## config.mk

```make
export PLATFORM = sky130hd
export DESIGN_NAME = csi_status_irq
export DESIGN_NICKNAME = d
export VERILOG_FILES = /design/src/rtl/csi_pkg.sv /design/src/rtl/csi_sync.sv /design/src/rtl/csi_sticky.sv /design/src/rtl/csi_status_irq.sv
export VERILOG_INCLUDE_DIRS = /design/src /design/src/rtl
export SDC_FILE = /design/constraint.sdc
export NUM_CORES = 1
export LEC_CHECK = 0
export ABC_CLOCK_PERIOD_IN_PS = 1400
export BUFFER_PORTS_ARGS = -buffer_cell sky130_fd_sc_hd__buf_4
export CAP_MARGIN = 0
export CORE_MARGIN = 5
export CORE_UTILIZATION = 35
export DETAILED_ROUTE_END_ITERATION = 7
export PLACE_DENSITY = 0.59
export SYNTH_ARGS = -nofsm -noshare
export SYNTH_HDL_FRONTEND = slang
export SYNTH_SLANG_ARGS = --single-unit
```

## constraint.sdc

```tcl
create_clock -name SYS_CLK_I -period 1.4 [get_ports SYS_CLK_I]
set_input_delay 0.28 -clock SYS_CLK_I [delete_from_list [all_inputs] [get_ports SYS_CLK_I]]
set_output_delay 0.28 -clock SYS_CLK_I [all_outputs]
set_load 0.02 [all_outputs]
```

## src/rtl/csi_params.svh

```systemverilog
// csi_params.svh: offsets, bit positions, reset values of the status block
// assumes inclusion by bare name from csi_sync and csi_status_irq
`ifndef CSI_PARAMS_SVH
`define CSI_PARAMS_SVH

// register offsets on the serial configuration port
`define CSI_ADDR_IEN   8'h4C
`define CSI_ADDR_LATCH 8'h50
`define CSI_ADDR_LIVE  8'h51
`define CSI_ADDR_CAL   8'h53

// source positions, shared by interrupt_enable_mask, latched_event_flags and momentary_condition_flags
`define CSI_BIT_SYNTH  5
`define CSI_BIT_JPLL   4
`define CSI_BIT_REF    3
`define CSI_BIT_HOLD   2
`define CSI_BIT_LOS1   1
`define CSI_BIT_LOS0   0
`define CSI_NSRC       6

// other fields
`define CSI_BIT_SEL    6
`define CSI_BIT_CAL    2
`define CSI_RAW_CAL    7
`define CSI_RAW_SEL    6

// reset values
`define CSI_IEN_RST    6'h00
// synchroniser: calibration running and reference present, so reset raises no false loss
`define CSI_SYNC_RST   8'h88
`define CSI_RDATA_RST  8'h00

`endif

```

## src/rtl/csi_pkg.sv

```systemverilog
// csi_pkg: state and carrier types of the clock status block
// assumes no other package; nothing is imported anywhere
package csi_pkg;

    // register request from the serial port front end
    typedef struct packed {
        logic       wr;
        logic       rd;
        logic [7:0] addr;
        logic [7:0] wdata;
    } csi_reg_req_t;

    // two-flop synchroniser state
    typedef struct packed {
        logic [7:0] s1;
        logic [7:0] s2;
    } csi_sync_t;

    // one sticky event flag
    typedef struct packed {
        logic flag;
    } csi_sticky_t;

    // top-level state
    typedef struct packed {
        logic [5:0] ien;
        logic       irq_n;
        logic [7:0] rdata;
        logic       rvalid;
    } csi_top_t;

endpackage

```

## src/rtl/csi_sync.sv

```systemverilog
// csi_sync: two-flop synchroniser for the eight detector levels
// assumes detector levels are asynchronous to the system clock
`timescale 1ns/1ps
`include "csi_params.svh"

module csi_sync (
    // clock and reset
    input  wire logic       clk_i,
    input  wire logic       rst_b_i,
    input  wire logic       ce_i,
    // levels
    input  wire logic [7:0] raw_i,
    output logic      [7:0] sync_o
);

    csi_pkg::csi_sync_t st_q;
    csi_pkg::csi_sync_t st_d;

    // first stage only feeds the second stage
    always_comb begin
        st_d = st_q;
        if (ce_i) begin
            st_d.s1 = raw_i;
            st_d.s2 = st_q.s1;
        end
    end

    // calibration and reference-present levels reset high, others low
    always_ff @(posedge clk_i or negedge rst_b_i) begin
        if (!rst_b_i) begin
            st_q <= {`CSI_SYNC_RST, `CSI_SYNC_RST};
        end else begin
            st_q <= st_d;
        end
    end

    assign sync_o = st_q.s2;

endmodule // csi_sync

```

## src/rtl/csi_sticky.sv

```systemverilog
// csi_sticky: one sticky event flag, set by hardware, cleared by software
// assumes set and clear are both on the system clock
`timescale 1ns/1ps

module csi_sticky (
    // clock and reset
    input  wire logic clk_i,
    input  wire logic rst_b_i,
    input  wire logic ce_i,
    // control
    input  wire logic set_i,
    input  wire logic clr_i,
    output logic      flag_o
);

    csi_pkg::csi_sticky_t st_q;
    csi_pkg::csi_sticky_t st_d;

    // set beats clear so an event in the clear cycle survives
    always_comb begin
        st_d = st_q;
        if (ce_i) begin
            st_d.flag = set_i | (st_q.flag & ~clr_i);
        end
    end

    // no event recorded after reset
    always_ff @(posedge clk_i or negedge rst_b_i) begin
        if (!rst_b_i) begin
            st_q <= 1'b0;
        end else begin
            st_q <= st_d;
        end
    end

    assign flag_o = st_q.flag;

endmodule // csi_sticky

```

## src/rtl/csi_status_irq.sv

```systemverilog
// csi_status_irq: status registers and active-low interrupt of the clock conditioner
// assumes the serial port front end presents decoded requests on the system clock,
// and that detector levels arrive asynchronously from the analog side
//
// Behaviour
// - synthesizer unlock enable set: latched synthesizer unlock pulls interrupt low
// - jitter pll unlock enable set: latched unlock pulls interrupt low
// - each input has own loss enable; latched loss pulls interrupt low
// - reference enable set: change of latched reference pulls interrupt low
// - holdover enable set: latched holdover pulls interrupt low; resets to 0
// - latched synthesizer unlock reads 0 after any event, 1 otherwise
// - write 1 clears latched synthesizer unlock and its interrupt
// - latched jitter pll unlock reads 0 after any event, 1 otherwise
// - write 1 clears latched jitter pll unlock and its interrupt
// - latched input loss reads 0 after event; write 1 clears it
// - latched reference reads 0 if reference lost since last clear
// - write 1 clears latched reference and its interrupt
// - latched holdover reads 0 after holdover entered, 1 otherwise
// - write 1 clears latched holdover and its interrupt
// - selection bit shows which input the selector uses, 0 or 1
// - live synthesizer unlock bit reads 0 during loss, read-only
// - live jitter pll unlock bit reads 0 during loss, read-only
// - live input bit reads 0 during loss of signal, 1 when active
// - live reference bit reads 1 when reference present on selected input
// - live holdover bit reads 0 in holdover, 1 when locking
// - calibration bit resets to 1, reads 1 running, 0 when done
`timescale 1ns/1ps
`include "csi_params.svh"

module csi_status_irq (
    // clock, reset, enable
    input  wire logic                SYS_CLK_I,
    input  wire logic                RST_B_I,
    input  wire logic                CE_I,
    // register request from serial port
    input  wire csi_pkg::csi_reg_req_t REG_REQ_I,
    // register answer
    output logic               [7:0] REG_RDATA_O,
    output logic                     REG_RVALID_O,
    // detector levels
    input  wire logic                SYNTH_UNLOCK_I,
    input  wire logic                JITTER_PLL_UNLOCK_I,
    input  wire logic                REFERENCE_PRESENT_I,
    input  wire logic                HOLDOVER_I,
    input  wire logic          [1:0] INPUT_LOS_I,
    input  wire logic                ACTIVE_INPUT_I,
    input  wire logic                SYNTH_CAL_RUNNING_I,
    // interrupt toward host
    output logic                     IRQ_OUT_N_O
);

    // address match, used by write and read decode
    function automatic logic addr_hit(input logic [7:0] a, input logic [7:0] off);
        addr_hit = (a == off);
    endfunction

    // packed raw pin levels and synchronised detector levels
    logic [7:0] raw;
    logic [7:0] syn;
    // active-high loss conditions, one per source
    logic [5:0] cond;
    // sticky event flags, 1 = event since last clear
    logic [5:0] ev;
    // write-one-clear strobes
    logic [5:0] clr;
    // decoded strobes
    logic       wr_ien;
    logic       wr_latch;
    logic       rd_any;
    // assembled read views
    logic [7:0] view_ien;
    logic [7:0] view_latch;
    logic [7:0] view_live;
    logic [7:0] view_cal;
    logic [7:0] rd_mux;

    csi_pkg::csi_top_t st_q;
    csi_pkg::csi_top_t st_d;

    // pack pins so one synchroniser covers all of them
    always_comb begin
        raw                 = 8'h00;
        raw[`CSI_RAW_CAL]   = SYNTH_CAL_RUNNING_I;
        raw[`CSI_RAW_SEL]   = ACTIVE_INPUT_I;
        raw[`CSI_BIT_SYNTH] = SYNTH_UNLOCK_I;
        raw[`CSI_BIT_JPLL]  = JITTER_PLL_UNLOCK_I;
        raw[`CSI_BIT_REF]   = REFERENCE_PRESENT_I;
        raw[`CSI_BIT_HOLD]  = HOLDOVER_I;
        raw[`CSI_BIT_LOS1]  = INPUT_LOS_I[1];
        raw[`CSI_BIT_LOS0]  = INPUT_LOS_I[0];
    end

    // pins are asynchronous, two flops before any use
    csi_sync u_sync (
        .clk_i   (SYS_CLK_I),
        .rst_b_i (RST_B_I),
        .ce_i    (CE_I),
        .raw_i   (raw),
        .sync_o  (syn)
    );

    // loss conditions in active-high form; reference counts when absent
    always_comb begin
        cond                 = syn[5:0];
        cond[`CSI_BIT_REF]   = ~syn[`CSI_BIT_REF];
    end

    // request decode
    always_comb begin
        wr_ien   = REG_REQ_I.wr & addr_hit(REG_REQ_I.addr, `CSI_ADDR_IEN);
        wr_latch = REG_REQ_I.wr & addr_hit(REG_REQ_I.addr, `CSI_ADDR_LATCH);
        rd_any   = REG_REQ_I.rd;
    end

    // only ones written to latched_event_flags clear; zeros leave flags alone
    assign clr = wr_latch ? REG_REQ_I.wdata[5:0] : 6'h00;

    // one sticky flag per source; a live condition re-sets at once
    genvar gi;
    generate
        for (gi = 0; gi < `CSI_NSRC; gi = gi + 1) begin : g_src
            csi_sticky u_sticky (
                .clk_i   (SYS_CLK_I),
                .rst_b_i (RST_B_I),
                .ce_i    (CE_I),
                .set_i   (cond[gi]),
                .clr_i   (clr[gi]),
                .flag_o  (ev[gi])
            );
        end
    endgenerate

    // read views; reserved bits read zero
    always_comb begin
        view_ien               = {2'b00, st_q.ien};
        view_latch             = {2'b00, ~ev};
        view_live              = {1'b0, syn[`CSI_RAW_SEL], ~cond};
        view_cal               = 8'h00;
        view_cal[`CSI_BIT_CAL] = syn[`CSI_RAW_CAL];
    end

    // read mux; unmapped offsets answer zero
    always_comb begin
        if (addr_hit(REG_REQ_I.addr, `CSI_ADDR_IEN)) begin
            rd_mux = view_ien;
        end else if (addr_hit(REG_REQ_I.addr, `CSI_ADDR_LATCH)) begin
            rd_mux = view_latch;
        end else if (addr_hit(REG_REQ_I.addr, `CSI_ADDR_LIVE)) begin
            rd_mux = view_live;
        end else if (addr_hit(REG_REQ_I.addr, `CSI_ADDR_CAL)) begin
            rd_mux = view_cal;
        end else begin
            rd_mux = 8'h00;
        end
    end

    // next state: enables, interrupt level, read answer
    always_comb begin
        st_d        = st_q;
        if (CE_I) begin
            st_d.rvalid = rd_any;
            if (rd_any) begin
                st_d.rdata = rd_mux;
            end
            if (wr_ien) begin
                st_d.ien = REG_REQ_I.wdata[5:0];
            end
            // low while any enabled flag is pending
            st_d.irq_n = ~|(ev & st_q.ien);
        end
    end

    // enables start disabled so no interrupt before software sets up
    always_ff @(posedge SYS_CLK_I or negedge RST_B_I) begin
        if (!RST_B_I) begin
            st_q.ien    <= `CSI_IEN_RST;
            st_q.irq_n  <= 1'b1;
            st_q.rdata  <= `CSI_RDATA_RST;
            st_q.rvalid <= 1'b0;
        end else begin
            st_q <= st_d;
        end
    end

    // outputs straight from flops
    assign REG_RDATA_O  = st_q.rdata;
    assign REG_RVALID_O = st_q.rvalid;
    assign IRQ_OUT_N_O  = st_q.irq_n;
endmodule // csi_status_irq

```

==> results by stage, run 1 <==
CTS:
- The root buffer cell chosen for the clock tree is clkbuf_8.
- The number of buffers on the longest clock path is 2.
- Clock latency on the worst-skew pair, taken at its later pin, is ~280 ps.
- TritonCTS created 5 clock buffers.
- After clock tree synthesis, the clock-pin slew on the worst setup and hold paths is approximately 70 ps.
- TritonCTS built the clock tree.
- The maximum level of the CTS H-tree is 2.
- Clock tree synthesis found a total of 37 sinks.

Floorplan:
- Once the floorplan was initialized, standard cells occupied between 30% and 40% of the core.
- In this run the horizontal extent of the chip is 80.7 um.
- The number of core rows is 25.
- The floorplan core area is about 0.0048 mm^2.
- Pin placement for this block handled 39 I/O pins.
- The y dimension of the die is 80.7 um.
- The total die area is 0.00652 mm^2.

Synth:
- Summing the areas of all compound-gate instances in the mapped netlist gives ~13% of the synthesized area.
- The xor and xnor fraction of the mapped netlist area is 0%.
- The post-synthesis share of cell area spent on full adders, half adders and majority gates is 0%.
- The number of library cell types mapped by synthesis is 28.
- In this run the cell area of the synthesized design comes to ~0.0018 mm^2.
- Yosys printed 0 warnings.
- Measured against the total synthesized area, the mux share comes to 10.9%.
- The sequential area share after synthesis is about 53%.
- The largest family of logic cells by synthesized area is simple AND/OR/NAND/NOR gates.
- The mean instance size in the synthesized netlist is 11.2 um^2.
- Synthesis handed over a netlist of 157 instances.
- Synthesis produced a netlist with a net count of between 150 and 200.
- The post-synthesis share of cell area spent on and, or, nand and nor gates is between 15 and 20%.
- After synthesis the netlist holds a flip-flop and latch count of 37.

Worst setup path:
- The peak fanout along the critical path is 6.
- The endpoint type of the worst setup path is a register.
- Data on the critical path arrives at its endpoint at 1630 ps.
- The classification of the worst setup path is input port to register.
- STA classifies the critical path startpoint as an input port.
- Data on the critical path is required at its endpoint by 1570 ps.

Cells and area:
- For this run, the post-layout net count is 232.
- The number of diodes is 0.
- The area added between synthesis and finish is 36.6%.
- The final instance area is 0.00239 mm^2.
- In the final layout, the share of cells above drive strength 1 is between 40% and 50%.
- The filler cell count is approximately 410.

Status:
- The run finished, with violations left.
- The checks that failed: negative setup slack.

STA:
- The final setup violation count is 8.
- The count of final max-slew check failures is 0.
- The hold violation total from the final report was 0.
- For the finished layout, the period the worst path requires is 1460 ps.
- Setup repair after global routing could not meet its margin everywhere.
- The measured slew at the worst slew-check pin is between 500 and 600 ps.
- The worst path uses 104% of the clock period.
- The worst pin sits at a relative slew slack of between 60 and 70%.
- The achievable clock frequency is about 0.69 GHz.
- Across all hold checks on the routed design, the worst slack comes to between 200 and 250 ps.
- Once routing completed, OpenROAD measured the worst setup slack at -56.9 ps.
- The clock skew after layout is roughly 2.2 ps.

Global route:
- The via count of the first global-routing pass was around 1400.
- The total global routing track utilization is 13.9%.
- Global routing finished with a remaining overflow of 0.
- The number of antenna violations at the first check in global routing is 0.
- The first global-routing pass estimated roughly 7000 um of wire.
- Entering global routing, the biggest net connects 38 pins.

Detailed routing:
- The final layout contains routed wiring with a total length of between 4000 and 5000 um.
- The count of TritonRoute iterations in the first routing pass is 4.
- For this run, design rule violations remaining after detail routing come to 0.
- The initial DRC count is 165.
- In this run the top signal layer used is met4.
- Dividing the detail-routed wire length by the instance count gives 15.6 um.
- Summed over all nets, wire length on met3 after detailed routing comes to roughly 270 um.
- The detailed router put a total of around 1800 um of wire on met1.
- The routed design uses a little over 2000 um of met2 wire.
- In this run the remaining antenna-violating nets after routing total 0.
- The routed layout has 1356 vias.
- The routed via count divided by cell count is about 5.0.

Job:
- The number of max-cap violations is 0.

Power:
- The clock share of power is between 40% and 50%.
- Power comes to between 2 and 3 mW.
- The internal power of the cells totals about 2.1 mW.
- In this run the power spent charging and discharging nets is about 620 uW.
- In this run the static leakage power is between 1 and 1.5 nW.
- Of the total power, the share spent switching nets is a little under a quarter.
- In this run the power density over the cells is 1120 mW/mm^2.
- The combinational share of power is 14.3%.
- Sequential cells burn between 40% and 50% of the power.
- Across the VDD grid, the largest voltage drop is between 0.5 and 0.6 mV.

Min path:
- The tightest min-delay check is of the input port to register type.

Placement:
- During placement, the flow inserted port buffers numbering 35.
- Routability-driven placement finished with a final weighted congestion of 0.812.
- Detailed placement finished with a half-perimeter wire length of just over 3000 um.
- The instance area at placement is between 0.002 and 0.0025 mm^2.
## worst paths after layout
| path | start | to | slack [ps] | cells past startpoint |
|---|---|---|---|---|
| max in group asynchronous | RST_B_I | u_sync.st_q[15]$_DFFE_PN1P_ | 550 | 2 |
| setup reg to reg | u_sync.sync_o[7]$_DFFE_PN1P_ | REG_RDATA_O[2]$_DFFE_PN0P_ | 300 | 4 |
| hold reg to reg | IRQ_OUT_N_O$_DFFE_PN1P_ | IRQ_OUT_N_O$_DFFE_PN1P_ | 480 | 2 |
| hold / removal | HOLDOVER_I | u_sync.st_q[10]$_DFFE_PN0P_ | 220 | 2 |
| setup / recovery | REG_REQ_I[13] | g_src[2].u_sticky.flag_o$_DFFE_PN0P_ | -60 | 7 |
| min in group asynchronous | RST_B_I | u_sync.st_q[13]$_DFFE_PN0P_ | 490 | 2 |
## critical path: stages
cell and delay, ps:
buf_6 90, or4b_4 580, buf_6 150, nor4_4 140
buf_6 160, nand2_1 50, a22o_1 180
## area by class of cell
type                       count  area (um^2)  share of cell area [%]
timing repair buffer          54          447                    18.7
clock inverter                 3         65.1                    2.72
inverter                       9         33.8                    1.41
tap                           67         83.8                    3.50
multi-input combinational     96          762                    31.9
sequential                    37          932                    39.0
clock buffer                   5         68.8                    2.88
## Yosys cell counts
cell	count	area [um^2]
o21ai_0	15	75.1
a22o_1	6	52.6
nor2_4	1	11.3
mux2_2	17	191
nand4_1	1	6.26
a22oi_1	3	22.5
dfstp_2	5	131
nand2b_1	2	12.5
nand4bb_1	1	11.3
or2_2	1	6.26
nand2_1	15	56.3
nor2_1	7	26.3
a21oi_1	2	10.0
nor4b_4	1	23.8
a2111oi_2	1	15.0
and2_1	1	6.26
a221oi_1	5	43.8
buf_6	1	11.3
clkbuf_1	5	18.8
conb_1	1	3.75
dfrtp_1	32	801
buf_4	8	60.1
nand3_1	2	10.0
inv_1	9	33.8
or4b_1	1	10.0
nor4_4	2	42.5
buf_1	1	3.75
nor3_1	11	55.1
## sequential cells by signal, indices dropped and copies added (netlist names)
register,count
u_sync.st_q,8
u_sync.sync_o,8
REG_RDATA_O,7
g_src.u_sticky.flag_o,6
st_q,6
IRQ_OUT_N_O,1
REG_RVALID_O,1
## routing by layer
layer	global-route usage [%]	up-vias
met3	4.32	8
met5	0	-
met4	6.25	0
li1	-	633
met2	22.9	50
met1	16.7	665
## timing repair
item,CTS,global route
endpoints found under the hold margin,32,0
endpoints found under the setup margin,5,13
setup buffers,3,2
hold buffers,1,0
resized for setup,5,16
pin swaps,10,9
## kinds of logic (layout without fill, tap and decap cells)
group	after synthesis	in the layout
AO/OA/AOI/OAI	32	32
buffers and inverters	24	71
flip-flops	37	37
multiplexers	17	17
other	1	1
AND/OR/NAND/NOR	46	46
## metrics by stage
step                      setup slack (ps)  cells  TNS (ps)  utilization [%]
after detailed placement              -386    257     -5120             44.2
after floorplan                       -164    157     -2690                -
final                                -56.9    271      -319             50.0
after global placement                -308    257     -4520             44.2
after CTS                            -72.2    269      -573             48.1
after global routing                 -76.5    271      -578             50.0
## power groups by stage
stage          clock, mW  combinational [mW]  sequential (mW)
5_1_grt             1.15               0.419             1.23
2_1_floorplan          0               0.207             1.23
6_report            1.08               0.384             1.22
4_1_cts             1.11               0.371             1.22
3_5_place_dp           0               0.358             1.24
3_3_place_gp           0               0.349             1.23
## layout by cell type, fill, tap and decap left out, types with 2 or more instances in the layout
master	Yosys	final
a21oi_1	2	2
a221oi_2	0	3
a22o_1	6	6
a22oi_1	3	3
buf_4	8	45
buf_6	1	7
bufinv_16	0	2
clkbuf_8	0	5
dfrtp_1	32	32
dfstp_2	5	5
inv_1	9	9
mux2_2	17	15
mux2_4	0	2
nand2_1	15	13
nand2_2	0	2
nand2b_1	2	2
nand3_1	2	2
nor2_1	7	7
nor3_1	11	9
nor3_2	0	2
nor4_4	2	2
o21ai_0	15	10
o21ai_1	0	3
o21ai_2	0	2
Power figures use the tool's default switching activity.
==> inputs of run 2 (changes only) <==
- RECOVER_POWER: unset -> 100
- TNS_END_PERCENT: unset -> 1
==> results by stage, run 2 (synthesis results as in run 1) <==
Status:
- Result of the run: complete, no violations (was finished with violations).

STA:
- Setup repair after global routing missed its margin: true (unchanged).
- The post-layout minimum cycle time is 1390 ps (was 1460 ps).
- The final-layout setup total negative slack is 0 ps (was -319 ps).
- The worst hold margin is 226 ps (was 222 ps).
- The final setup violation count is 0 (was 8).
- The final worst-path setup slack is 10.7 ps (was -56.9 ps).
- The achievable clock frequency is 0.720 GHz (was 0.686 GHz).
- The measured slew at the worst slew-check pin was 790 ps (was 506 ps).
- The clock skew after layout is 2.48 ps (was 2.21 ps).
- The hold violation total from the final report is 0 (unchanged).
- The count of final max-slew check failures is 0 (unchanged).
- The worst slew slack as a fraction of its limit is 47.3% (was 66.2%).
- The final clock period utilization by the worst path is 99.2% (was 104%).

CTS:
- The CTS tree was built (unchanged).
- The clock slew at the register clock pins of the worst setup and hold paths came to 70 ps (about the same).
- The number of sinks handled by clock tree synthesis was 37 (unchanged).
- The number of buffers on the longest clock path is 2 (unchanged).
- The number of CTS-inserted buffers is 5 (unchanged).
- The cell at the root of the clock tree is clkbuf_8 (unchanged).
- The maximum level of the CTS H-tree came to 2 (unchanged).
- The worst-skew pair later-pin latency is 280 ps (about the same).

Floorplan:
- The number of core rows came to 25 (unchanged).
- The floorplan core area came to 0.00479 mm^2 (unchanged).
- The total die area is 0.00652 mm^2 (unchanged).
- The y dimension of the die is 80.7 um (unchanged).
- The starting density of the core is 36.6% (unchanged).
- The boundary pin count is 39 (unchanged).
- The x dimension of the die was 80.7 um (unchanged).

Detailed routing:
- The count of TritonRoute iterations in the first routing pass is 4 (unchanged).
- The routed via count divided by cell count is 4.88 (was 5.00).
- The residual DRC count is 0 (unchanged).
- The initial DRC count is 91 (was 165).
- The per-cell routed wire length is 14.4 um (was 15.6 um).
- The via count of the routed design was 1302 (was 1356).
- The final routed wirelength across all metal layers is 3840 um (was 4230 um).
- The remaining antenna violation count is 0 (unchanged).

Power:
- The total leakage power came to 1.02 nW (was 1.08 nW).
- The power density of the placed cells was 1150 mW/mm^2 (was 1120 mW/mm^2).
- The net switching power is 610 uW (was 618 uW).
- The internal power component is 2.04 mW (was 2.06 mW).
- The clock share of power is 40.5% (was 40.3%).
- The power consumption is 2.65 mW (was 2.68 mW).
- The worst ir drop on vdd is 0.829 mV (was 0.567 mV).
- The sequential cell fraction of total power is 46.0% (was 45.4%).
- The net switching fraction of the power was 23.0% (was 23.1%).
- The combinational share of power is 13.5% (was 14.3%).

Worst setup path:
- The classification of the worst setup path is input port to register (unchanged).
- The worst reg-to-reg setup slack came to 150 ps (was 300 ps).
- The worst endpoint data arrival time came to 1570 ps (was 1630 ps).
- The nature of the critical path startpoint is an input port (unchanged).
- The peak fanout along the critical path is 5 (was 6).
- The depth of the worst register-to-register path came to 4 (unchanged).
- The critical register-to-register path startpoint is u_sync.sync_o[7]$_DFFE_PN1P_ (unchanged).
- The reg-to-reg endpoint is REG_RDATA_O[2]$_DFFE_PN0P_ (unchanged).
- The required time of the critical path is 1580 ps (was 1570 ps).
- The endpoint type of the worst setup path is a register (unchanged).

Global route:
- The residual overflow from global routing was 0 (unchanged).
- The number of antenna violations at the first check in global routing is 0 (unchanged).
- The global-route wire length before repair was 6290 um (was 6870 um).
- The total global routing track utilization is 12.6% (was 13.9%).
- The pin count of the biggest net entering global routing is 38 (unchanged).
- The via count of the first global-routing pass came to 1333 (was 1429).

Placement:
- The count of port buffers added during placement was 35 (unchanged).
- The final weighted congestion in routability-driven placement came to 0.772 (was 0.812).
- The HPWL after detailed placement is 2840 um (was 3090 um).
- The worst slack at placement came to -413 ps (was -386 ps).

Cells and area:
- Commonest cells after routing, fill and taps aside: buf_4 (33), dfrtp_1 (32), mux2_2 (17) (was buf_4 (45), dfrtp_1 (32), mux2_2 (15)).
- The area added between synthesis and finish is 31.3% (was 36.6%).
- The layout net count came to 228 (was 232).
- The share of cells above drive strength 1 is 43.5% (was 49.0%).
- The number of diodes is 0 (unchanged).
- The most frequent standard cell in the layout excluding fill and tap cells was buf_4 (unchanged).
- The end-of-flow core utilization was 48.1% (was 50.0%).

Min path:
- The hold-critical path depth came to 2 (unchanged).
- The hold path startpoint is SYNTH_CAL_RUNNING_I (was HOLDOVER_I).
- The type of the most critical hold path is input port to register (unchanged).
- The capture endpoint of the worst hold path was u_sync.st_q[15]$_DFFE_PN1P_ (was u_sync.st_q[10]$_DFFE_PN0P_).

Job:
- The number of max-cap violations was 0 (unchanged).
-- run 2: cell count changes in the layout (fill, tap and decap cells not counted), sizes merged --
cell    previous run  this run
buf               53        39
clkbuf             5        15
-- run 2: timing repair --
item                                    in CTS  in global routing
hold buffers                                 1                  0
endpoints found under the hold margin       32                  0
buffers inserted                             2                  0
pin swaps                                   13                  6
endpoints found under the setup margin      12                 13
gates resized for setup                     12                 12
-- run 2: cell type report --
| cell class | instances | area [um^2] |
|---|---|---|
| multi-input combinational | 96 | 758 |
| sequential | 37 | 932 |
| inverter | 9 | 33.8 |
| timing repair buffer | 50 | 358 |
| fill | 447 | 2490 |
| clock inverter | 3 | 65.1 |
| clock buffer | 5 | 68.8 |
| tap | 67 | 83.8 |
-- run 2: critical path, stage by stage --
cell and delay (ps):
buf_6 90, or4b_4 590, buf_6 150, o21ai_2 130, a21oi_2 60, a2111oi_4 260
-- run 2: through the flow --
step / cells / area (um^2)
6_report: 267 / 2300
3_3_place_gp: 257 / 2100
2_1_floorplan: 157 / 1750
4_1_cts: 268 / 2310
5_1_grt: 267 / 2300
3_5_place_dp: 257 / 2100
-- run 2: metal layers --
layer / share of wire (%) / GRT usage [%] / vias to the layer above
li1: - / - / 633
met1: 42 / 15.8 / 631
met2: 52 / 20.9 / 32
met3: 5.7 / 3.88 / 6
met4: 0.99 / 4.05 / 0
met5: 0 / 0 / -
-- run 2: worst max-delay path by stage --
stage	startpoint	end	slack (ps)	depth (start not counted)
floorplan	REG_REQ_I[13]	REG_RDATA_O[0]$_DFFE_PN0P_	-180	5
global placement	REG_REQ_I[13]	REG_RDATA_O[1]$_DFFE_PN0P_	-380	6
detailed placement	REG_REQ_I[13]	REG_RDATA_O[1]$_DFFE_PN0P_	-410	6
CTS	REG_REQ_I[10]	REG_RDATA_O[1]$_DFFE_PN0P_	-110	7
global route	REG_REQ_I[13]	REG_RDATA_O[4]$_DFFE_PN0P_	-20	6
finish	REG_REQ_I[13]	REG_RDATA_O[2]$_DFFE_PN0P_	10	6
-- run 2: power by group through the flow --
stage          clock [mW]  sequential [mW]  combinational (mW)
6_report             1.07             1.22               0.357
3_5_place_dp            0             1.24               0.354
2_1_floorplan           0             1.23               0.206
4_1_cts              1.10             1.22               0.373
5_1_grt              1.16             1.23               0.394
3_3_place_gp            0             1.23               0.347
